## src/rtl/rss_map.svh

```systemverilog
// Register offsets, field positions, reset values and timing counts of the remote setpoint block
`ifndef RSS_MAP_SVH
`define RSS_MAP_SVH

// Byte offsets of the word registers
`define RSS_REG_CTRL 6'h00
`define RSS_REG_MAXF 6'h04
`define RSS_REG_ACC1 6'h08
`define RSS_REG_DEC1 6'h0c
`define RSS_REG_ACC2 6'h10
`define RSS_REG_DEC2 6'h14
`define RSS_REG_STAT 6'h18
`define RSS_REG_SHAD 6'h1c
`define RSS_REG_TOTAL 6'h20

// Field positions
`define RSS_CTRL_MODE_LSB 0
`define RSS_STAT_ACTIVE_BIT 16
`define RSS_STAT_AUX_BIT 17
`define RSS_STAT_PEND_BIT 18

// Reset values
`define RSS_MAXF_RST 16'h1770
`define RSS_TIME_RST 16'h0100

// Storage interval: time in seconds, clock rate, derived cycle count
`define RSS_IDLE_TIME_S 64'd60
`define RSS_CLK_HZ 64'd125000000
`define RSS_IDLE_CYCLES (`RSS_IDLE_TIME_S * `RSS_CLK_HZ)

`endif

```

## src/rtl/rss_pkg.sv

```systemverilog
// Types shared by the remote setpoint block
package rss_pkg;
    typedef enum logic [1:0] {
        RSS_MODE_MULTI,
        RSS_MODE_STORE,
        RSS_MODE_VOLATILE,
        RSS_MODE_CLR_ON_STOP
    } rss_mode_e;
    typedef logic [15:0] rss_freq_t;
endpackage : rss_pkg

```

## src/rtl/rss_nv_if.sv

```systemverilog
// Link between the setpoint core and the nonvolatile store controller
`timescale 1ns/1ps
`default_nettype none
interface rss_nv_if;
    import rss_pkg::*;
    logic store_en;
    logic idle;
    logic store_now;
    logic restore_ld;
    rss_freq_t restore_val;
    rss_freq_t offset;
    rss_freq_t shadow;
    logic wr;
    rss_freq_t wdata;
    modport core (output store_en, idle, store_now, restore_ld, restore_val, offset,
                  input shadow, wr, wdata);
    modport store (input store_en, idle, store_now, restore_ld, restore_val, offset,
                   output shadow, wr, wdata);
endinterface : rss_nv_if
`default_nettype wire

```

## src/rtl/rss_nv_store.sv

```systemverilog
// Nonvolatile store controller with idle interval timer
`timescale 1ns/1ps
`default_nettype none
`include "rss_map.svh"
module rss_nv_store
    import rss_pkg::*;
#(
    parameter logic [35:0] IDLE_CYCLES = 36'(`RSS_IDLE_CYCLES)
) (
    input wire logic clk_sys_i, // System clock
    input wire logic rst_i, // Async reset, active high
    input wire logic ce_i, // Clock enable
    rss_nv_if.store nv // Core side
);
    logic [35:0] idle_cnt;
    logic tick;

    assign tick = nv.idle && (idle_cnt == IDLE_CYCLES - 36'h1);

    // Interval counter, restarted while adjusting
    always_ff @(posedge clk_sys_i or posedge rst_i) begin
        if (rst_i) begin
            idle_cnt <= 36'h0;
        end else if (ce_i) begin
            if (!nv.idle || tick) begin
                idle_cnt <= 36'h0;
            end else begin
                idle_cnt <= idle_cnt + 36'h1;
            end
        end
    end

    // Write strobe, data and last stored copy
    always_ff @(posedge clk_sys_i or posedge rst_i) begin
        if (rst_i) begin
            nv.wr <= 1'b0;
            nv.wdata <= 16'h0;
            nv.shadow <= 16'h0;
        end else if (ce_i) begin
            nv.wr <= 1'b0;
            if (nv.restore_ld) begin
                nv.shadow <= nv.restore_val;
            end else if (nv.store_en && (nv.store_now || (tick && nv.offset != nv.shadow))) begin
                nv.wr <= 1'b1;
                nv.wdata <= nv.offset;
                nv.shadow <= nv.offset;
            end
        end
    end

    a_idle_restart: assert property (@(posedge clk_sys_i) disable iff (rst_i)
        (ce_i && !nv.idle) |=> (idle_cnt == 36'h0))
        else $error("interval timer not restarted while adjusting");
    a_store_write: assert property (@(posedge clk_sys_i) disable iff (rst_i)
        (ce_i && nv.store_en && nv.store_now && !nv.restore_ld) |=> (nv.wr && nv.wdata == $past(nv.offset)))
        else $error("store request did not write the setpoint");
    a_no_dup_write: assert property (@(posedge clk_sys_i) disable iff (rst_i)
        (ce_i && !nv.store_now && nv.offset == nv.shadow) |=> !nv.wr)
        else $error("unchanged setpoint written");
endmodule : rss_nv_store
`default_nettype wire

```

## src/rtl/rss_ramp_sel.sv

```systemverilog
// Ramp time selection for one direction
`timescale 1ns/1ps
`default_nettype none
`include "rss_map.svh"
module rss_ramp_sel
    import rss_pkg::*;
(
    input wire logic clk_sys_i, // System clock
    input wire logic rst_i, // Async reset, active high
    input wire logic ce_i, // Clock enable
    input wire logic adjusting_i, // Increase or decrease active
    input wire logic sfs_i, // Second function select
    input wire rss_freq_t primary_i, // Primary ramp time
    input wire rss_freq_t second_i, // Second ramp time
    output rss_freq_t time_o // Selected ramp time
);
    // Pick the ramp time for the present conditions
    always_ff @(posedge clk_sys_i or posedge rst_i) begin
        if (rst_i) begin
            time_o <= `RSS_TIME_RST;
        end else if (ce_i) begin
            if (sfs_i) begin
                time_o <= second_i;
            end else if (adjusting_i) begin
                time_o <= (primary_i > second_i) ? primary_i : second_i;
            end else begin
                time_o <= primary_i;
            end
        end
    end

    a_sfs_second: assert property (@(posedge clk_sys_i) disable iff (rst_i)
        (ce_i && sfs_i) |=> (time_o == $past(second_i)))
        else $error("second ramp time not chosen under second function select");
    a_adjust_longer: assert property (@(posedge clk_sys_i) disable iff (rst_i)
        (ce_i && !sfs_i && adjusting_i) |=> (time_o >= $past(second_i) && time_o >= $past(primary_i)))
        else $error("adjust ramp time shorter than the longer setting");
endmodule : rss_ramp_sel
`default_nettype wire

```

## src/rtl/rss_top.sv

```systemverilog
// Remote frequency setpoint core with Avalon-MM register slave
//
// Contract
// - Mode selects multi-speed, stored, volatile, clear-on-stop
// - Remote modes remap inputs to increase, decrease, clear
// - Offset adds to network or panel command
// - Stored mode writes setpoint when start drops
// - Idle minute compare, write only on change
// - Aux supply switch while running stores setpoint
// - Stored mode restores setpoint at power-up
// - Offset limited between zero and maximum frequency
// - Adjusting uses longer of primary, second times
// - Second function select forces second ramp times
// - Setpoint adjusts even without a start signal
// - Jog or PID disables remote setting
// - Early power return keeps old stored setpoint
// - Late power return starts from cleared setpoint
`timescale 1ns/1ps
`default_nettype none
`include "rss_map.svh"
module rss_top
    import rss_pkg::*;
#(
    parameter logic [35:0] IDLE_CYCLES = 36'(`RSS_IDLE_CYCLES)
) (
    input wire logic clk_sys_i, // System clock, 125 MHz
    input wire logic rst_i, // Async reset, active high
    input wire logic ce_i, // Clock enable, freezes state when low
    input wire logic [5:0] avs_address_i, // Byte address
    input wire logic avs_read_i, // Read request
    input wire logic avs_write_i, // Write request
    input wire logic [31:0] avs_writedata_i, // Write data
    input wire logic [3:0] avs_byteenable_i, // Byte lanes
    output logic [31:0] avs_readdata_o, // Read data
    output logic avs_waitrequest_o, // Stall until answer
    input wire logic increase_request_i, // Raise input
    input wire logic decrease_request_i, // Lower input
    input wire logic clear_request_i, // Clear input
    input wire logic forward_start_i, // Forward start
    input wire logic reverse_start_i, // Reverse start
    input wire logic second_function_select_i, // Second function select
    input wire logic jog_active_i, // Jog operation active
    input wire logic pid_active_i, // PID control active
    input wire logic network_mode_i, // 1 network, 0 operator panel
    input wire rss_freq_t network_freq_cmd_i, // Network main command
    input wire rss_freq_t operator_panel_freq_cmd_i, // Panel main command
    input wire logic aux_supply_i, // Running from auxiliary supply
    input wire rss_freq_t nv_stored_i, // Word held in nonvolatile memory
    output logic [16:0] set_freq_o, // Total set frequency
    output rss_freq_t remote_offset_o, // Remote offset
    output rss_freq_t accel_time_o, // Active acceleration time
    output rss_freq_t decel_time_o, // Active deceleration time
    output logic [2:0] multi_speed_sel_o, // Multi-speed selects
    output logic aux_supply_indicator_o, // Auxiliary supply indication
    output logic nv_wr_o, // Nonvolatile write strobe
    output rss_freq_t nv_wdata_o // Nonvolatile write data
);
    rss_nv_if nv_if ();

    rss_mode_e remote_mode_select;
    rss_freq_t max_frequency_limit;
    rss_freq_t primary_accel_time;
    rss_freq_t primary_decel_time;
    rss_freq_t second_ramp_time;
    rss_freq_t second_decel_time;
    rss_freq_t offset;
    logic restore_pend;
    logic restore_ld;
    logic store_now;
    logic start_prev;
    logic aux_prev;
    rss_freq_t step_cnt;
    logic [31:0] wmask;
    logic [31:0] rd_mux;
    logic bus_req;
    logic bus_wr;
    logic remote_en;
    logic start_now;
    logic start_fall;
    logic adjusting;
    logic step_up;
    logic step_dn;
    rss_freq_t step_time;
    rss_freq_t main_cmd;
    rss_freq_t acc_sel;
    rss_freq_t dec_sel;

    // Request decode; a write lands on the edge where waitrequest is seen low
    assign bus_req = (avs_read_i || avs_write_i) && avs_waitrequest_o;
    assign bus_wr = avs_write_i && !avs_waitrequest_o;
    assign wmask = {{8{avs_byteenable_i[3]}}, {8{avs_byteenable_i[2]}},
                    {8{avs_byteenable_i[1]}}, {8{avs_byteenable_i[0]}}};

    // Block conditions
    assign remote_en = (remote_mode_select != RSS_MODE_MULTI) && !jog_active_i && !pid_active_i;
    assign start_now = forward_start_i || reverse_start_i;
    assign start_fall = start_prev && !start_now;
    assign adjusting = increase_request_i || decrease_request_i;
    assign step_up = remote_en && increase_request_i && !decrease_request_i;
    assign step_dn = remote_en && decrease_request_i && !increase_request_i;
    assign step_time = step_up ? acc_sel : dec_sel;
    assign main_cmd = network_mode_i ? network_freq_cmd_i : operator_panel_freq_cmd_i;

    // Read data selection
    always_comb begin
        rd_mux = 32'h0;
        unique case (avs_address_i)
            `RSS_REG_CTRL: rd_mux = {30'h0, remote_mode_select};
            `RSS_REG_MAXF: rd_mux = {16'h0, max_frequency_limit};
            `RSS_REG_ACC1: rd_mux = {16'h0, primary_accel_time};
            `RSS_REG_DEC1: rd_mux = {16'h0, primary_decel_time};
            `RSS_REG_ACC2: rd_mux = {16'h0, second_ramp_time};
            `RSS_REG_DEC2: rd_mux = {16'h0, second_decel_time};
            `RSS_REG_STAT: rd_mux = {13'h0, restore_pend, aux_supply_indicator_o, remote_en, offset};
            `RSS_REG_SHAD: rd_mux = {16'h0, nv_if.shadow};
            `RSS_REG_TOTAL: rd_mux = {15'h0, set_freq_o};
            default: rd_mux = 32'h0;
        endcase
    end

    // Bus handshake: one wait cycle, then answer for one cycle
    always_ff @(posedge clk_sys_i or posedge rst_i) begin
        if (rst_i) begin
            avs_waitrequest_o <= 1'b1;
            avs_readdata_o <= 32'h0;
        end else if (ce_i) begin
            if (bus_req) begin
                avs_waitrequest_o <= 1'b0;
                avs_readdata_o <= avs_read_i ? rd_mux : 32'h0;
            end else begin
                avs_waitrequest_o <= 1'b1;
            end
        end
    end

    // Configuration registers with byte lanes
    always_ff @(posedge clk_sys_i or posedge rst_i) begin
        if (rst_i) begin
            remote_mode_select <= RSS_MODE_MULTI;
            max_frequency_limit <= `RSS_MAXF_RST;
            primary_accel_time <= `RSS_TIME_RST;
            primary_decel_time <= `RSS_TIME_RST;
            second_ramp_time <= `RSS_TIME_RST;
            second_decel_time <= `RSS_TIME_RST;
        end else if (ce_i && bus_wr) begin
            unique case (avs_address_i)
                `RSS_REG_CTRL: begin
                    if (avs_byteenable_i[0]) begin
                        remote_mode_select <= rss_mode_e'(avs_writedata_i[`RSS_CTRL_MODE_LSB +: 2]);
                    end
                end
                `RSS_REG_MAXF: max_frequency_limit <= (max_frequency_limit & ~wmask[15:0])
                                                      | (avs_writedata_i[15:0] & wmask[15:0]);
                `RSS_REG_ACC1: primary_accel_time <= (primary_accel_time & ~wmask[15:0])
                                                     | (avs_writedata_i[15:0] & wmask[15:0]);
                `RSS_REG_DEC1: primary_decel_time <= (primary_decel_time & ~wmask[15:0])
                                                     | (avs_writedata_i[15:0] & wmask[15:0]);
                `RSS_REG_ACC2: second_ramp_time <= (second_ramp_time & ~wmask[15:0])
                                                   | (avs_writedata_i[15:0] & wmask[15:0]);
                `RSS_REG_DEC2: second_decel_time <= (second_decel_time & ~wmask[15:0])
                                                    | (avs_writedata_i[15:0] & wmask[15:0]);
                default: ;
            endcase
        end
    end

    // Power-up restore: first mode write decides, stored mode loads memory word
    always_ff @(posedge clk_sys_i or posedge rst_i) begin
        if (rst_i) begin
            restore_pend <= 1'b1;
            restore_ld <= 1'b0;
        end else if (ce_i) begin
            restore_ld <= 1'b0;
            if (restore_pend && bus_wr && avs_address_i == `RSS_REG_CTRL && avs_byteenable_i[0]) begin
                restore_pend <= 1'b0;
                restore_ld <= (avs_writedata_i[`RSS_CTRL_MODE_LSB +: 2] == 2'(RSS_MODE_STORE));
            end
        end
    end

    // Start and auxiliary supply edge tracking, storage requests
    always_ff @(posedge clk_sys_i or posedge rst_i) begin
        if (rst_i) begin
            start_prev <= 1'b0;
            aux_prev <= 1'b0;
            store_now <= 1'b0;
            aux_supply_indicator_o <= 1'b0;
        end else if (ce_i) begin
            start_prev <= start_now;
            aux_prev <= aux_supply_i;
            aux_supply_indicator_o <= aux_supply_i;
            store_now <= start_fall || (aux_supply_i && !aux_prev && start_now);
        end
    end

    // Step pacing counter for ramped adjustment
    always_ff @(posedge clk_sys_i or posedge rst_i) begin
        if (rst_i) begin
            step_cnt <= 16'h0;
        end else if (ce_i) begin
            if ((step_up || step_dn) && step_cnt < step_time) begin
                step_cnt <= step_cnt + 16'h1;
            end else begin
                step_cnt <= 16'h0;
            end
        end
    end

    // Remote offset: restore, clear, clamp, step
    always_ff @(posedge clk_sys_i or posedge rst_i) begin
        if (rst_i) begin
            offset <= 16'h0;
        end else if (ce_i) begin
            if (restore_ld) begin
                offset <= (nv_stored_i > max_frequency_limit) ? max_frequency_limit : nv_stored_i;
            end else if (remote_mode_select == RSS_MODE_CLR_ON_STOP && start_fall) begin
                offset <= 16'h0;
            end else if (remote_en && clear_request_i) begin
                offset <= 16'h0;
            end else if (offset > max_frequency_limit) begin
                offset <= max_frequency_limit;
            end else if ((step_up || step_dn) && step_cnt >= step_time) begin
                if (step_up && offset < max_frequency_limit) begin
                    offset <= offset + 16'h1;
                end else if (step_dn && offset != 16'h0) begin
                    offset <= offset - 16'h1;
                end
            end
        end
    end

    // Registered outputs
    always_ff @(posedge clk_sys_i or posedge rst_i) begin
        if (rst_i) begin
            set_freq_o <= 17'h0;
            remote_offset_o <= 16'h0;
            multi_speed_sel_o <= 3'h0;
            accel_time_o <= `RSS_TIME_RST;
            decel_time_o <= `RSS_TIME_RST;
            nv_wr_o <= 1'b0;
            nv_wdata_o <= 16'h0;
        end else if (ce_i) begin
            set_freq_o <= {1'b0, main_cmd} + {1'b0, remote_en ? offset : 16'h0};
            remote_offset_o <= offset;
            multi_speed_sel_o <= (remote_mode_select == RSS_MODE_MULTI)
                ? {increase_request_i, decrease_request_i, clear_request_i} : 3'h0;
            accel_time_o <= acc_sel;
            decel_time_o <= dec_sel;
            nv_wr_o <= nv_if.wr;
            nv_wdata_o <= nv_if.wdata;
        end
    end

    // Store controller hookup
    assign nv_if.store_en = (remote_mode_select == RSS_MODE_STORE);
    assign nv_if.idle = !adjusting;
    assign nv_if.store_now = store_now;
    assign nv_if.restore_ld = restore_ld;
    assign nv_if.restore_val = nv_stored_i;
    assign nv_if.offset = offset;

    rss_nv_store #(
        .IDLE_CYCLES(IDLE_CYCLES)
    ) u_store (
        .clk_sys_i(clk_sys_i),
        .rst_i(rst_i),
        .ce_i(ce_i),
        .nv(nv_if.store)
    );

    rss_ramp_sel u_acc_sel (
        .clk_sys_i(clk_sys_i),
        .rst_i(rst_i),
        .ce_i(ce_i),
        .adjusting_i(adjusting),
        .sfs_i(second_function_select_i),
        .primary_i(primary_accel_time),
        .second_i(second_ramp_time),
        .time_o(acc_sel)
    );

    rss_ramp_sel u_dec_sel (
        .clk_sys_i(clk_sys_i),
        .rst_i(rst_i),
        .ce_i(ce_i),
        .adjusting_i(adjusting),
        .sfs_i(second_function_select_i),
        .primary_i(primary_decel_time),
        .second_i(second_decel_time),
        .time_o(dec_sel)
    );

    // Checks
    a_offset_limit: assert property (@(posedge clk_sys_i) disable iff (rst_i)
        (ce_i && !restore_ld && !(bus_wr && avs_address_i == `RSS_REG_MAXF)) |=> (offset <= max_frequency_limit))
        else $error("remote offset above maximum frequency");
    a_total_sum: assert property (@(posedge clk_sys_i) disable iff (rst_i)
        ce_i |=> (set_freq_o == {1'b0, $past(main_cmd)} + {1'b0, $past(remote_en) ? $past(offset) : 16'h0}))
        else $error("set frequency is not main plus offset");
    a_disabled_hold: assert property (@(posedge clk_sys_i) disable iff (rst_i)
        (ce_i && !remote_en && !restore_ld && !start_fall && offset <= max_frequency_limit) |=> $stable(offset))
        else $error("offset moved while remote setting disabled");
    a_clear_zero: assert property (@(posedge clk_sys_i) disable iff (rst_i)
        (ce_i && remote_en && clear_request_i && !restore_ld) |=> (offset == 16'h0))
        else $error("clear input did not zero the offset");
    a_stop_clear: assert property (@(posedge clk_sys_i) disable iff (rst_i)
        (ce_i && remote_mode_select == RSS_MODE_CLR_ON_STOP && start_fall && !restore_ld) |=> (offset == 16'h0))
        else $error("start release did not clear offset in clear-on-stop mode");
    a_start_store: assert property (@(posedge clk_sys_i) disable iff (rst_i)
        (ce_i && start_fall) |=> store_now)
        else $error("start release did not request a store");
    a_msel_gate: assert property (@(posedge clk_sys_i) disable iff (rst_i)
        (ce_i && remote_mode_select != RSS_MODE_MULTI) |=> (multi_speed_sel_o == 3'h0))
        else $error("multi-speed selects active in remote mode");
    a_restore_load: assert property (@(posedge clk_sys_i) disable iff (rst_i)
        (ce_i && restore_ld && nv_stored_i <= max_frequency_limit) |=> (offset == $past(nv_stored_i)))
        else $error("stored setpoint not restored");
endmodule : rss_top
`default_nettype wire
```

## config.mk

```make
export PLATFORM = sky130hd
export DESIGN_NAME = rss_top
export DESIGN_NICKNAME = d
export VERILOG_FILES = /design/src/rtl/rss_pkg.sv /design/src/rtl/rss_nv_if.sv /design/src/rtl/rss_nv_store.sv /design/src/rtl/rss_ramp_sel.sv /design/src/rtl/rss_top.sv
export VERILOG_INCLUDE_DIRS = /design/src /design/src/rtl
export SDC_FILE = /design/constraint.sdc
export NUM_CORES = 1
export LEC_CHECK = 0
export BUFFER_PORTS_ARGS = -buffer_cell sky130_fd_sc_hd__buf_2
export CAP_MARGIN = 20
export CORE_MARGIN = 2
export CORE_UTILIZATION = 64
export DETAILED_ROUTE_END_ITERATION = 16
export GPL_TIMING_DRIVEN = 0
export PLACE_DENSITY = 0.89
export RECOVER_POWER = 50
export SLEW_MARGIN = 10
export SYNTH_ARGS = -nofsm -noshare
export SYNTH_HDL_FRONTEND = slang
export SYNTH_SLANG_ARGS = --single-unit
```

## constraint.sdc

```tcl
create_clock -name clk_sys_i -period 24.5 [get_ports clk_sys_i]
set_clock_uncertainty 0.05 [all_clocks]
set_input_delay 6.125 -clock clk_sys_i [delete_from_list [all_inputs] [get_ports clk_sys_i]]
set_output_delay 6.125 -clock clk_sys_i [all_outputs]
set_load 0.005 [all_outputs]
```

==> results of run 1 <==
==> worst min-delay path, stage by stage (launching register included) <==
cell and delay, ns:
dfrtp_1 0.34, nand2_1 0.05, o21ai_0 0.06
==> power by group through the flow <==
stage          clock, mW  sequential (mW)  combinational (mW)
2_1_floorplan          0            0.654               0.321
3_3_place_gp           0            0.670               0.454
3_5_place_dp           0            0.673               0.468
4_1_cts            0.560            0.665               0.472
5_1_grt            0.581            0.674               0.520
6_report           0.558            0.668               0.480
==> placed cells by master (no fill, tap or decap), types with 22 or more instances in the layout <==
| cell type | instances |
|---|---|
| mux2_2 | 196 |
| nand4_1 | 32 |
| o211ai_1 | 22 |
| mux2i_1 | 63 |
| o21ai_0 | 64 |
| xnor2_1 | 42 |
| inv_1 | 82 |
| a21oi_1 | 99 |
| clkbuf_16 | 37 |
| nand3_1 | 46 |
| xor2_1 | 43 |
| dfrtp_1 | 308 |
| o22ai_1 | 27 |
| ha_1 | 113 |
| nand2_1 | 104 |
| a22oi_1 | 33 |
| nor2_1 | 178 |
| clkbuf_1 | 126 |
| buf_2 | 150 |
==> cells by family (layout without fill, tap and decap cells) <==
| kind of cell | count (synthesis) | in the layout |
|---|---|---|
| compound gates | 356 | 356 |
| flops | 325 | 325 |
| fa+ha+maj | 115 | 115 |
| other cells | 1 | 17 |
| buf+inv | 184 | 438 |
| mux | 259 | 259 |
| simple gates | 464 | 464 |
| xor+xnor | 85 | 85 |
==> cell type report <==
cell class,instances,area share (%)
sequential,325,38.5
antenna,4,0.0473
multi-input combinational,1292,45.5
inverter,83,1.48
tap,384,2.27
buffer,101,2.10
clock inverter,10,0.644
clock buffer,56,5.09
timing repair buffer,188,4.31
==> routing by layer <==
metal	vias up	GRT usage (%)	share of wire, %
met5	-	0	0
met2	902	61.3	46
met4	0	22.2	6.6
met1	7646	46.6	37
met3	213	8.05	9.6
li1	6929	-	-
==> through the flow <==
stage	power, mW	util (%)	worst slack [ns]
4_1_cts	1.70	74.4	13.96
3_3_place_gp	1.12	69.9	6.19
3_5_place_dp	1.14	70.1	13.44
2_1_floorplan	0.975	-	9.36
6_report	1.71	74.1	10.29
5_1_grt	1.77	74.1	8.42
==> worst max-delay path by stage <==
| stage | slack [ns] | end | cells past startpoint | start |
|---|---|---|---|---|
| floorplan | 9.36 | asynchronous set/reset pin | 1 | rst_i |
| global placement | 6.19 | decel_time_o[0] | 2 | rst_i |
| detailed placement | 13.44 | nv_if.offset[10] | 17 | jog_active_i |
| CTS | 13.96 | nv_if.offset[0] | 16 | jog_active_i |
| global route | 8.42 | u_store.nv.wr | 3 | rst_i |
| finish | 10.29 | nv_if.offset[4] | 3 | rst_i |
==> impl_metrics.tcl, run 1 <==
set metrics [dict create \
    yosys.area.top_type "dfrtp_1" \
    synth_ff_type "dfrtp_1" \
    ys_seq_area_share_pct 44.1 \
    design_area_mm2 0.0212 \
    grt_pass1_wl_mm 88.1 \
    drt_wl_total_mm 57.1 \
    violations "max-capacitance violations, max-slew violations" \
    setup_viol 0 \
    cpPeakStageDelay_ns 4.37 \
    dp_hpwl_mm 42.3 \
    synth_area_leaders "dfrtp_1, mux2_2, ha_1, nor2_1, mux2i_1" \
    rows 62 \
    dieArea_mm2 0.0303 \
    holdPathStages 2 \
    fp.coreArea_mm2 0.0285 \
    setup_tns_ns 0 \
    r2r_start "nv_if.offset[0]" \
    cts.repair.resized 0 \
    ff2ff_setup_slack_ns 18.66 \
    startpoint_type "input port" \
    cp_cell_sequence "buf_2 -> clkinvlp_2 -> clkbuf_1" \
    overflow 0 \
    syn2layout_area_growth_pct 14.4 \
    regArea_mm2 0.00815 \
    antenna_found_initial 3 \
    worstPathMaxFanout 113 \
    hp-start "avs_readdata_o[16]" \
    dr.pass1.iters 6 \
    yosysMostFrequentCell "dfrtp_1" \
    grt_setup_unrepaired "false" \
    synth_area_mm2 0.0185 \
    outcome "finished, violations left" \
    worst-setup-path-type "input port to asynchronous set/reset pin" \
    r2r_end "nv_if.offset[15]" \
    drt_iter0_markers 1853 \
    critPathTopFamily "buffers and inverters" \
    synthSimpleGateAreaFrac_pct 11.9 \
    grt_max_degree 114 \
    cts_setup_buffers 0 \
    slew_violations 221 \
    fin_cells 2443 \
    synth_adder_area_share_pct 7.86 \
    vias 15690 \
    portBuffers 185 \
    drc 0 \
    ios 224 \
    multiInputGateArea_mm2 0.00964 \
    cp-end-kind "asynchronous set/reset pin" \
    fmax_mhz 70.4 \
    globalRouteTotalUtil_pct 37.7 \
    combPwrFrac_pct 28.1 \
    htreeDepth 2 \
    drive_above_1_share_pct 21.8 \
    syn_avg_cell_area_um2 10.3 \
    synth_mux_area_share_pct 15.3 \
    grt_pass1_vias 15984 \
    cts_buffers 36 \
    dp.cells 2373 \
    clock-sinks 325 \
    p_sw_mw 0.571 \
    synth_edf_count 0 \
    power_frac_seq_pct 39.1 \
    layout.nets 2247 \
    synth_cell_types 72 \
    cp.arrival_ns 13.31 \
    hp-class "flip-flop to flip-flop" \
    wl_per_cell_um 23.4 \
    whs_ns 0.433 \
    clk_latency_ns 0.54 \
    period_minus_slack_ns 14.21 \
    cts_buffer_depth 3 \
    rr_worst_depth 18 \
    dpl-instance-area_mm2 0.0200 \
    p_int_mw 1.14 \
    synthXorXnorAreaFrac_pct 4.02 \
    synthCells 1789 \
    finalCritPeriodShare_pct 58.0 \
    tightest_slew_ns 6.03 \
    sw_frac_of_total_pct 33.4 \
    synth-compound-area-share_pct 12.7 \
    die_width_um 174 \
    yosysTopAreaCellShare_pct 41.7 \
    die_h_um 174 \
    leakage_nw 9.93 \
    critPathSlowestCell "clkbuf_1" \
    cp.required_ns 23.61 \
    async_reset_ff_share_pct 100 \
    vdd_drop_max_v 0.0000727 \
    ant_nets 0 \
    initial_core_util_pct 64.8 \
    cp.buffers_inverters 3 \
    synth-seq-cells 325 \
    cts_root_buffer "clkbuf_16" \
    slew_headroom_pct -302 \
    min_to "avs_readdata_o[16]" \
    powerDensity_mw_per_mm2 80.6 \
    cts-hold-fix-buffers 0 \
    viasPerCell 6.42 \
    nFillCells 2061 \
    gp_congestion 1.03 \
    clock_power_share_pct 32.7 \
    synth_top_family_by_area "multiplexers" \
    cts_tree "built" \
    yosys-top-cells-count "dfrtp_1, mux2_2, nor2_1" \
    cts.reportedPaths.clkPinSlew_ns 0.06 \
    hold_viol_final 0 \
    drv_cap 2 \
    ys.warnings.count 0 \
]
Note: power is estimated with default switching activity, not from simulation.
==> inputs of run 2 (changes only) <==
--- a/config.mk
+++ b/config.mk
@@ -9,10 +9,10 @@
 export BUFFER_PORTS_ARGS = -buffer_cell sky130_fd_sc_hd__buf_2
 export CAP_MARGIN = 20
 export CORE_MARGIN = 2
-export CORE_UTILIZATION = 64
+export CORE_UTILIZATION = 54
 export DETAILED_ROUTE_END_ITERATION = 16
 export GPL_TIMING_DRIVEN = 0
-export PLACE_DENSITY = 0.89
+export PLACE_DENSITY = 0.8
 export RECOVER_POWER = 50
 export SLEW_MARGIN = 10
 export SYNTH_ARGS = -nofsm -noshare
==> constraint.sdc (replaced) <==
create_clock -name clk_sys_i -period 13 [get_ports clk_sys_i]
set_clock_uncertainty 0.05 [all_clocks]
set_input_delay 3.25 -clock clk_sys_i [delete_from_list [all_inputs] [get_ports clk_sys_i]]
set_output_delay 3.25 -clock clk_sys_i [all_outputs]
set_load 0.005 [all_outputs]
==> impl_metrics.tcl, run 2 (synthesized netlist as in run 1, its figures left out) <==
set metrics [dict create \
    rows 67 \
    syn2layout_area_growth_pct 14.8 \
    ios 224 \
    wl_per_cell_um 22.3 \
    worstPathMaxFanout 75 \
    fin_cells 2505 \
    worst-setup-path-type "input port to asynchronous set/reset pin" \
    regArea_mm2 0.00815 \
    grt_pass1_vias 15361 \
    cp.arrival_ns 7.96 \
    initial_core_util_pct 55.0 \
    cts_buffer_depth 3 \
    drt_iter0_markers 1369 \
    clk_latency_ns 0.53 \
    cp-end-kind "asynchronous set/reset pin" \
    vdd_drop_max_v 0.000101 \
    period_minus_slack_ns 8.29 \
    die_width_um 189 \
    overflow 0 \
    fmax_mhz 121 \
    outcome "finished, violations left" \
    cts_root_buffer "clkbuf_16" \
    gp_congestion 0.978 \
    portBuffers 185 \
    dp_hpwl_mm 42.8 \
    dieArea_mm2 0.0357 \
    finalCritPeriodShare_pct 63.8 \
    slew_violations 209 \
    grt_max_degree 122 \
    powerDensity_mw_per_mm2 149 \
    htreeDepth 2 \
    cp.required_ns 12.67 \
    setup_viol 0 \
    clock-sinks 325 \
    ant_nets 0 \
    fp.coreArea_mm2 0.0336 \
    grt_pass1_wl_mm 86.9 \
    startpoint_type "input port" \
    die_h_um 189 \
    hold_viol_final 0 \
    vias 15328 \
    cts.reportedPaths.clkPinSlew_ns 0.06 \
    final_cell_mix "dfrtp_1, mux2_2, nor2_1" \
    violations "max-capacitance violations, max-slew violations" \
    grt_setup_unrepaired "false" \
    dp.cells 2440 \
    leakage_nw 9.99 \
    cts_buffers 36 \
    cts-hold-fix-buffers 0 \
    cts_tree "built" \
    globalRouteTotalUtil_pct 31.3 \
    layout_commonest_cell "dfrtp_1" \
    hp-class "flip-flop to flip-flop" \
    viasPerCell 6.12 \
    antenna_found_initial 2 \
    slew_headroom_pct -162 \
    nFillCells 2743 \
    cts_setup_buffers 0 \
    drv_cap 3 \
    drive_above_1_share_pct 22.8 \
    layout.nets 2251 \
    drc 0 \
    total_power_mw 3.16 \
    multiInputGateArea_mm2 0.00964 \
    cts.repair.resized 0 \
    drt_wl_total_mm 55.9 \
    dr.pass1.iters 8 \
    tightest_slew_ns 3.93 \
]
-- run 2: per-stage QoR --
stage / instance area (um^2) / util [%] / worst slack, ns / hold slack, ns / TNS, ns
3_5_place_dp: 20100 / 59.9 / 4.92 / 0.416 / 0
3_3_place_gp: 20000 / 59.6 / -2.52 / 0.415 / -769.26
4_1_cts: 21300 / 63.4 / 5.43 / 0.432 / 0
5_1_grt: 21200 / 63.2 / 3.52 / 0.455 / 0
2_1_floorplan: 18500 / - / 0.730 / 0.398 / 0
6_report: 21200 / 63.2 / 4.71 / 0.436 / 0
-- run 2: critical path: stages --
cell and delay [ns]:
buf_2 0.10, clkinvlp_2 1.68, clkbuf_1 2.87
-- run 2: report_power, final --
group / internal [mW] / switching (mW) / leakage (nW)
Clock: 0.599 / 0.414 / 0.573
Sequential: 1.13 / 0.125 / 4.26
Combinational: 0.379 / 0.510 / 5.15
Total: 2.11 / 1.05 / 9.99
-- run 2: routing by layer --
layer	wire length (um)	vias up	track usage (%)
met5	13	-	0
met4	3340	2	16.9
met3	4180	159	4.97
met2	26000	683	51.0
met1	22400	7548	40.3
li1	-	6936	-
-- run 2: path summary, 6_finish.rpt --
kind | start | to | slack, ns | depth (start not counted)
worst max-delay path | rst_i | accel_time_o[15] | 4.71 | 3
worst max register to register | remote_mode_select[1] | nv_if.offset[0] | 7.71 | 16
min in group asynchronous | rst_i | avs_readdata_o[11] | 3.52 | 2
worst min register to register | avs_readdata_o[7] | avs_readdata_o[7] | 0.44 | 2
worst min-delay path | avs_readdata_o[7] | avs_readdata_o[7] | 0.44 | 2
max in group clk_sys_i | pid_active_i | nv_if.offset[0] | 5.33 | 16
-- run 2: final cells by class --
cell class,instances,area share [%]
clock buffers,56,5.17
inverters,83,1.47
well taps,448,2.64
diodes,1,0.0118
multi-input cells,1292,45.4
flip-flops and latches,325,38.4
repair buffers,192,4.51
plain buffers,101,2.09
clock inverters,7,0.312
==> inputs of run 3 (changes only) <==
--- a/config.mk
+++ b/config.mk
@@ -6,13 +6,14 @@
 export SDC_FILE = /design/constraint.sdc
 export NUM_CORES = 1
 export LEC_CHECK = 0
+export ABC_AREA = 1
 export BUFFER_PORTS_ARGS = -buffer_cell sky130_fd_sc_hd__buf_2
 export CAP_MARGIN = 20
 export CORE_MARGIN = 2
-export CORE_UTILIZATION = 54
+export CORE_UTILIZATION = 60
 export DETAILED_ROUTE_END_ITERATION = 16
 export GPL_TIMING_DRIVEN = 0
-export PLACE_DENSITY = 0.8
+export PLACE_DENSITY = 0.84
 export RECOVER_POWER = 50
 export SLEW_MARGIN = 10
 export SYNTH_ARGS = -nofsm -noshare
==> constraint.sdc (replaced) <==
create_clock -name clk_sys_i -period 8.5 [get_ports clk_sys_i]
set_clock_uncertainty 0.05 [all_clocks]
set_input_delay 2.125 -clock clk_sys_i [delete_from_list [all_inputs] [get_ports clk_sys_i]]
set_output_delay 2.125 -clock clk_sys_i [all_outputs]
set_load 0.005 [all_outputs]
==> impl_metrics.tcl, run 3 <==
set metrics [dict create \
    outcome "finished, violations left" \
    violations "max-capacitance violations, max-slew violations" \
    hp-class "flip-flop to flip-flop" \
    leakage_nw 11.1 \
    final_util_pct 70.4 \
    portBuffers 190 \
    antenna_found_initial 2 \
    cts_root_buffer "clkbuf_16" \
    cp-end-kind "asynchronous set/reset pin" \
    worst-setup-path-type "input port to asynchronous set/reset pin" \
    cts_buffers 37 \
    multiInputGateArea_mm2 0.00974 \
    vdd_drop_max_v 0.000176 \
    ant_nets 0 \
    rows 65 \
    grt_max_degree 42 \
    overflow 0 \
    cts.repair.resized 0 \
    setup_viol 0 \
    hold_viol_final 0 \
    ys.warnings.count 0 \
    yosys-top-cells-count "nand2_1, dfrtp_1, inv_1" \
    yosys.area.top_type "dfrtp_1" \
    setup_tns_ns 0 \
    drive_above_1_share_pct 12.9 \
    yosysMostFrequentCell "nand2_1" \
    drt_wl_total_mm 66.8 \
    slew_violations 163 \
    cts_buffer_depth 3 \
    synth_area_mm2 0.0193 \
    cts_tree "built" \
    syn2layout_area_growth_pct 15.2 \
    hp-start "decel_time_o[7]" \
    grt_pass1_wl_mm 103 \
    cp_common_cell "clkbuf_1" \
    layout.nets 2985 \
    dp.cells 3128 \
    yosysTopAreaCellShare_pct 39.9 \
    nFillCells 2636 \
    fin_cells 3198 \
    drt_iter0_markers 2073 \
    ios 224 \
    cts.reportedPaths.clkPinSlew_ns 0.05 \
    finalCritPeriodShare_pct 67.9 \
    synth_ff_type "dfrtp_1" \
    critPathTopFamily "buffers and inverters" \
    globalRouteTotalUtil_pct 39.9 \
    slew_headroom_pct -39.9 \
    syn_avg_cell_area_um2 7.69 \
    fmax_mhz 173 \
    die_width_um 184 \
    cpPeakStageDelay_ns 1.59 \
    synthCells 2515 \
    ys_seq_area_share_pct 42.2 \
    viasPerCell 6.00 \
    die_h_um 184 \
    drv_cap 5 \
    htreeDepth 2 \
    powerDensity_mw_per_mm2 233 \
    synth_area_leaders "dfrtp_1, nand2_1, ha_1, o21ai_0, inv_1" \
    tightest_slew_ns 2.10 \
    regArea_mm2 0.00815 \
    synth_edf_count 0 \
    cp.arrival_ns 5.94 \
    gp_congestion 1.01 \
    dieArea_mm2 0.0337 \
    ff2ff_setup_slack_ns 3.88 \
    cp.buffers_inverters 4 \
    final_cell_mix "nand2_1, dfrtp_1, inv_1" \
    worstPathMaxFanout 41 \
    critPathSlowestCell "clkbuf_1" \
    synth-seq-cells 325 \
    grt_pass1_vias 18580 \
    fp.coreArea_mm2 0.0316 \
    layout_commonest_cell "nand2_1" \
    wl_per_cell_um 20.9 \
    dp_hpwl_mm 52.1 \
    grt_setup_unrepaired "false" \
    clk_latency_ns 0.54 \
    dr.pass1.iters 6 \
    startpoint_type "input port" \
    initial_core_util_pct 61.1 \
    synth_cell_types 59 \
    clock-sinks 325 \
    drc 0 \
    cts_setup_buffers 0 \
    crit_start "rst_i" \
    cp_cell_sequence "clkbuf_1 -> clkinvlp_2 -> clkbuf_1 -> clkbuf_1" \
    async_reset_ff_share_pct 100 \
    vias 19203 \
    cts-hold-fix-buffers 0 \
    cp.required_ns 8.67 \
    period_minus_slack_ns 5.77 \
]
-- run 3: changes by cell type after synthesis, moves of 25 or more --
cell | before | now
xnor2_1 | 42 | 15
inv_1 | 83 | 253
a22oi_1 | 33 | 1
nor3_1 | 16 | 41
mux2i_1 | 63 | 14
nand3_1 | 46 | 112
mux2_2 | 196 | 15
nand2_1 | 104 | 760
o21ai_0 | 64 | 228
-- run 3: final timing paths --
check	end	cells past startpoint
max in group clk_sys_i	nv_if.offset[3]	19
min reg2reg	decel_time_o[7]	2
max reg2reg	nv_if.offset[11]	17
min	decel_time_o[7]	2
max	u_acc_sel.time_o[11]	4
min in group asynchronous	decel_time_o[4]	2
-- run 3: per-stage QoR --
step           hold WS (ns)  power, mW  setup slack (ns)  instance area, um^2
5_1_grt               0.431       5.44              1.90                22300
2_1_floorplan         0.392       2.84              2.00                19400
4_1_cts               0.417       5.16              3.19                22400
6_report              0.413       5.20              2.73                22300
3_3_place_gp          0.399       3.36             0.264                20800
3_5_place_dp          0.403       3.39              2.67                21000
-- run 3: area by class of cell --
| cell class | count | share of cell area, % |
|---|---|---|
| repair buffers | 199 | 4.66 |
| diodes | 2 | 0.0225 |
| well taps | 402 | 2.26 |
| plain buffers | 100 | 2.23 |
| inverters | 260 | 4.40 |
| multi-input cells | 1842 | 43.7 |
| flip-flops and latches | 325 | 36.6 |
| clock inverters | 19 | 1.49 |
| clock buffers | 49 | 4.63 |
-- run 3: layer usage --
layer  GRT usage [%]  share of wire (%)  vias to the layer above  wire (um)
met4            19.7                5.6                        2       3730
met3            6.74                 11                      218       7070
met1            54.0                 40                     9083      26400
met2            62.7                 44                     1119      29500
met5               0              0.012                        -          8
li1                -                  -                     8781          -
-- run 3: logic make-up (layout without fill, tap and decap cells) --
logic type	after synthesis	count (layout)	synth area share, %
AO/OA/AOI/OAI	447	447	12.7
XOR/XNOR	46	46	2.08
adder cells (fa/ha/maj)	115	115	7.52
buffers and inverters	360	627	7.67
flip-flops	325	325	42.2
multiplexers	29	29	1.60
other	1	15	0.0194
AND/OR/NAND/NOR	1192	1192	26.2
-- run 3: where the power goes --
part / total, mW / switching, mW / internal (mW) / leakage, nW
Combinational: 1.56 / 1.02 / 0.534 / 6.15
Sequential: 1.87 / 0.178 / 1.69 / 4.30
Clock: 1.78 / 0.671 / 1.10 / 0.654
-- run 3: worst min-delay path, cell delays in order, from the launching register on --
cell and delay [ns]:
dfrtp_1 0.33, nand2_1 0.05, nand2_1 0.04
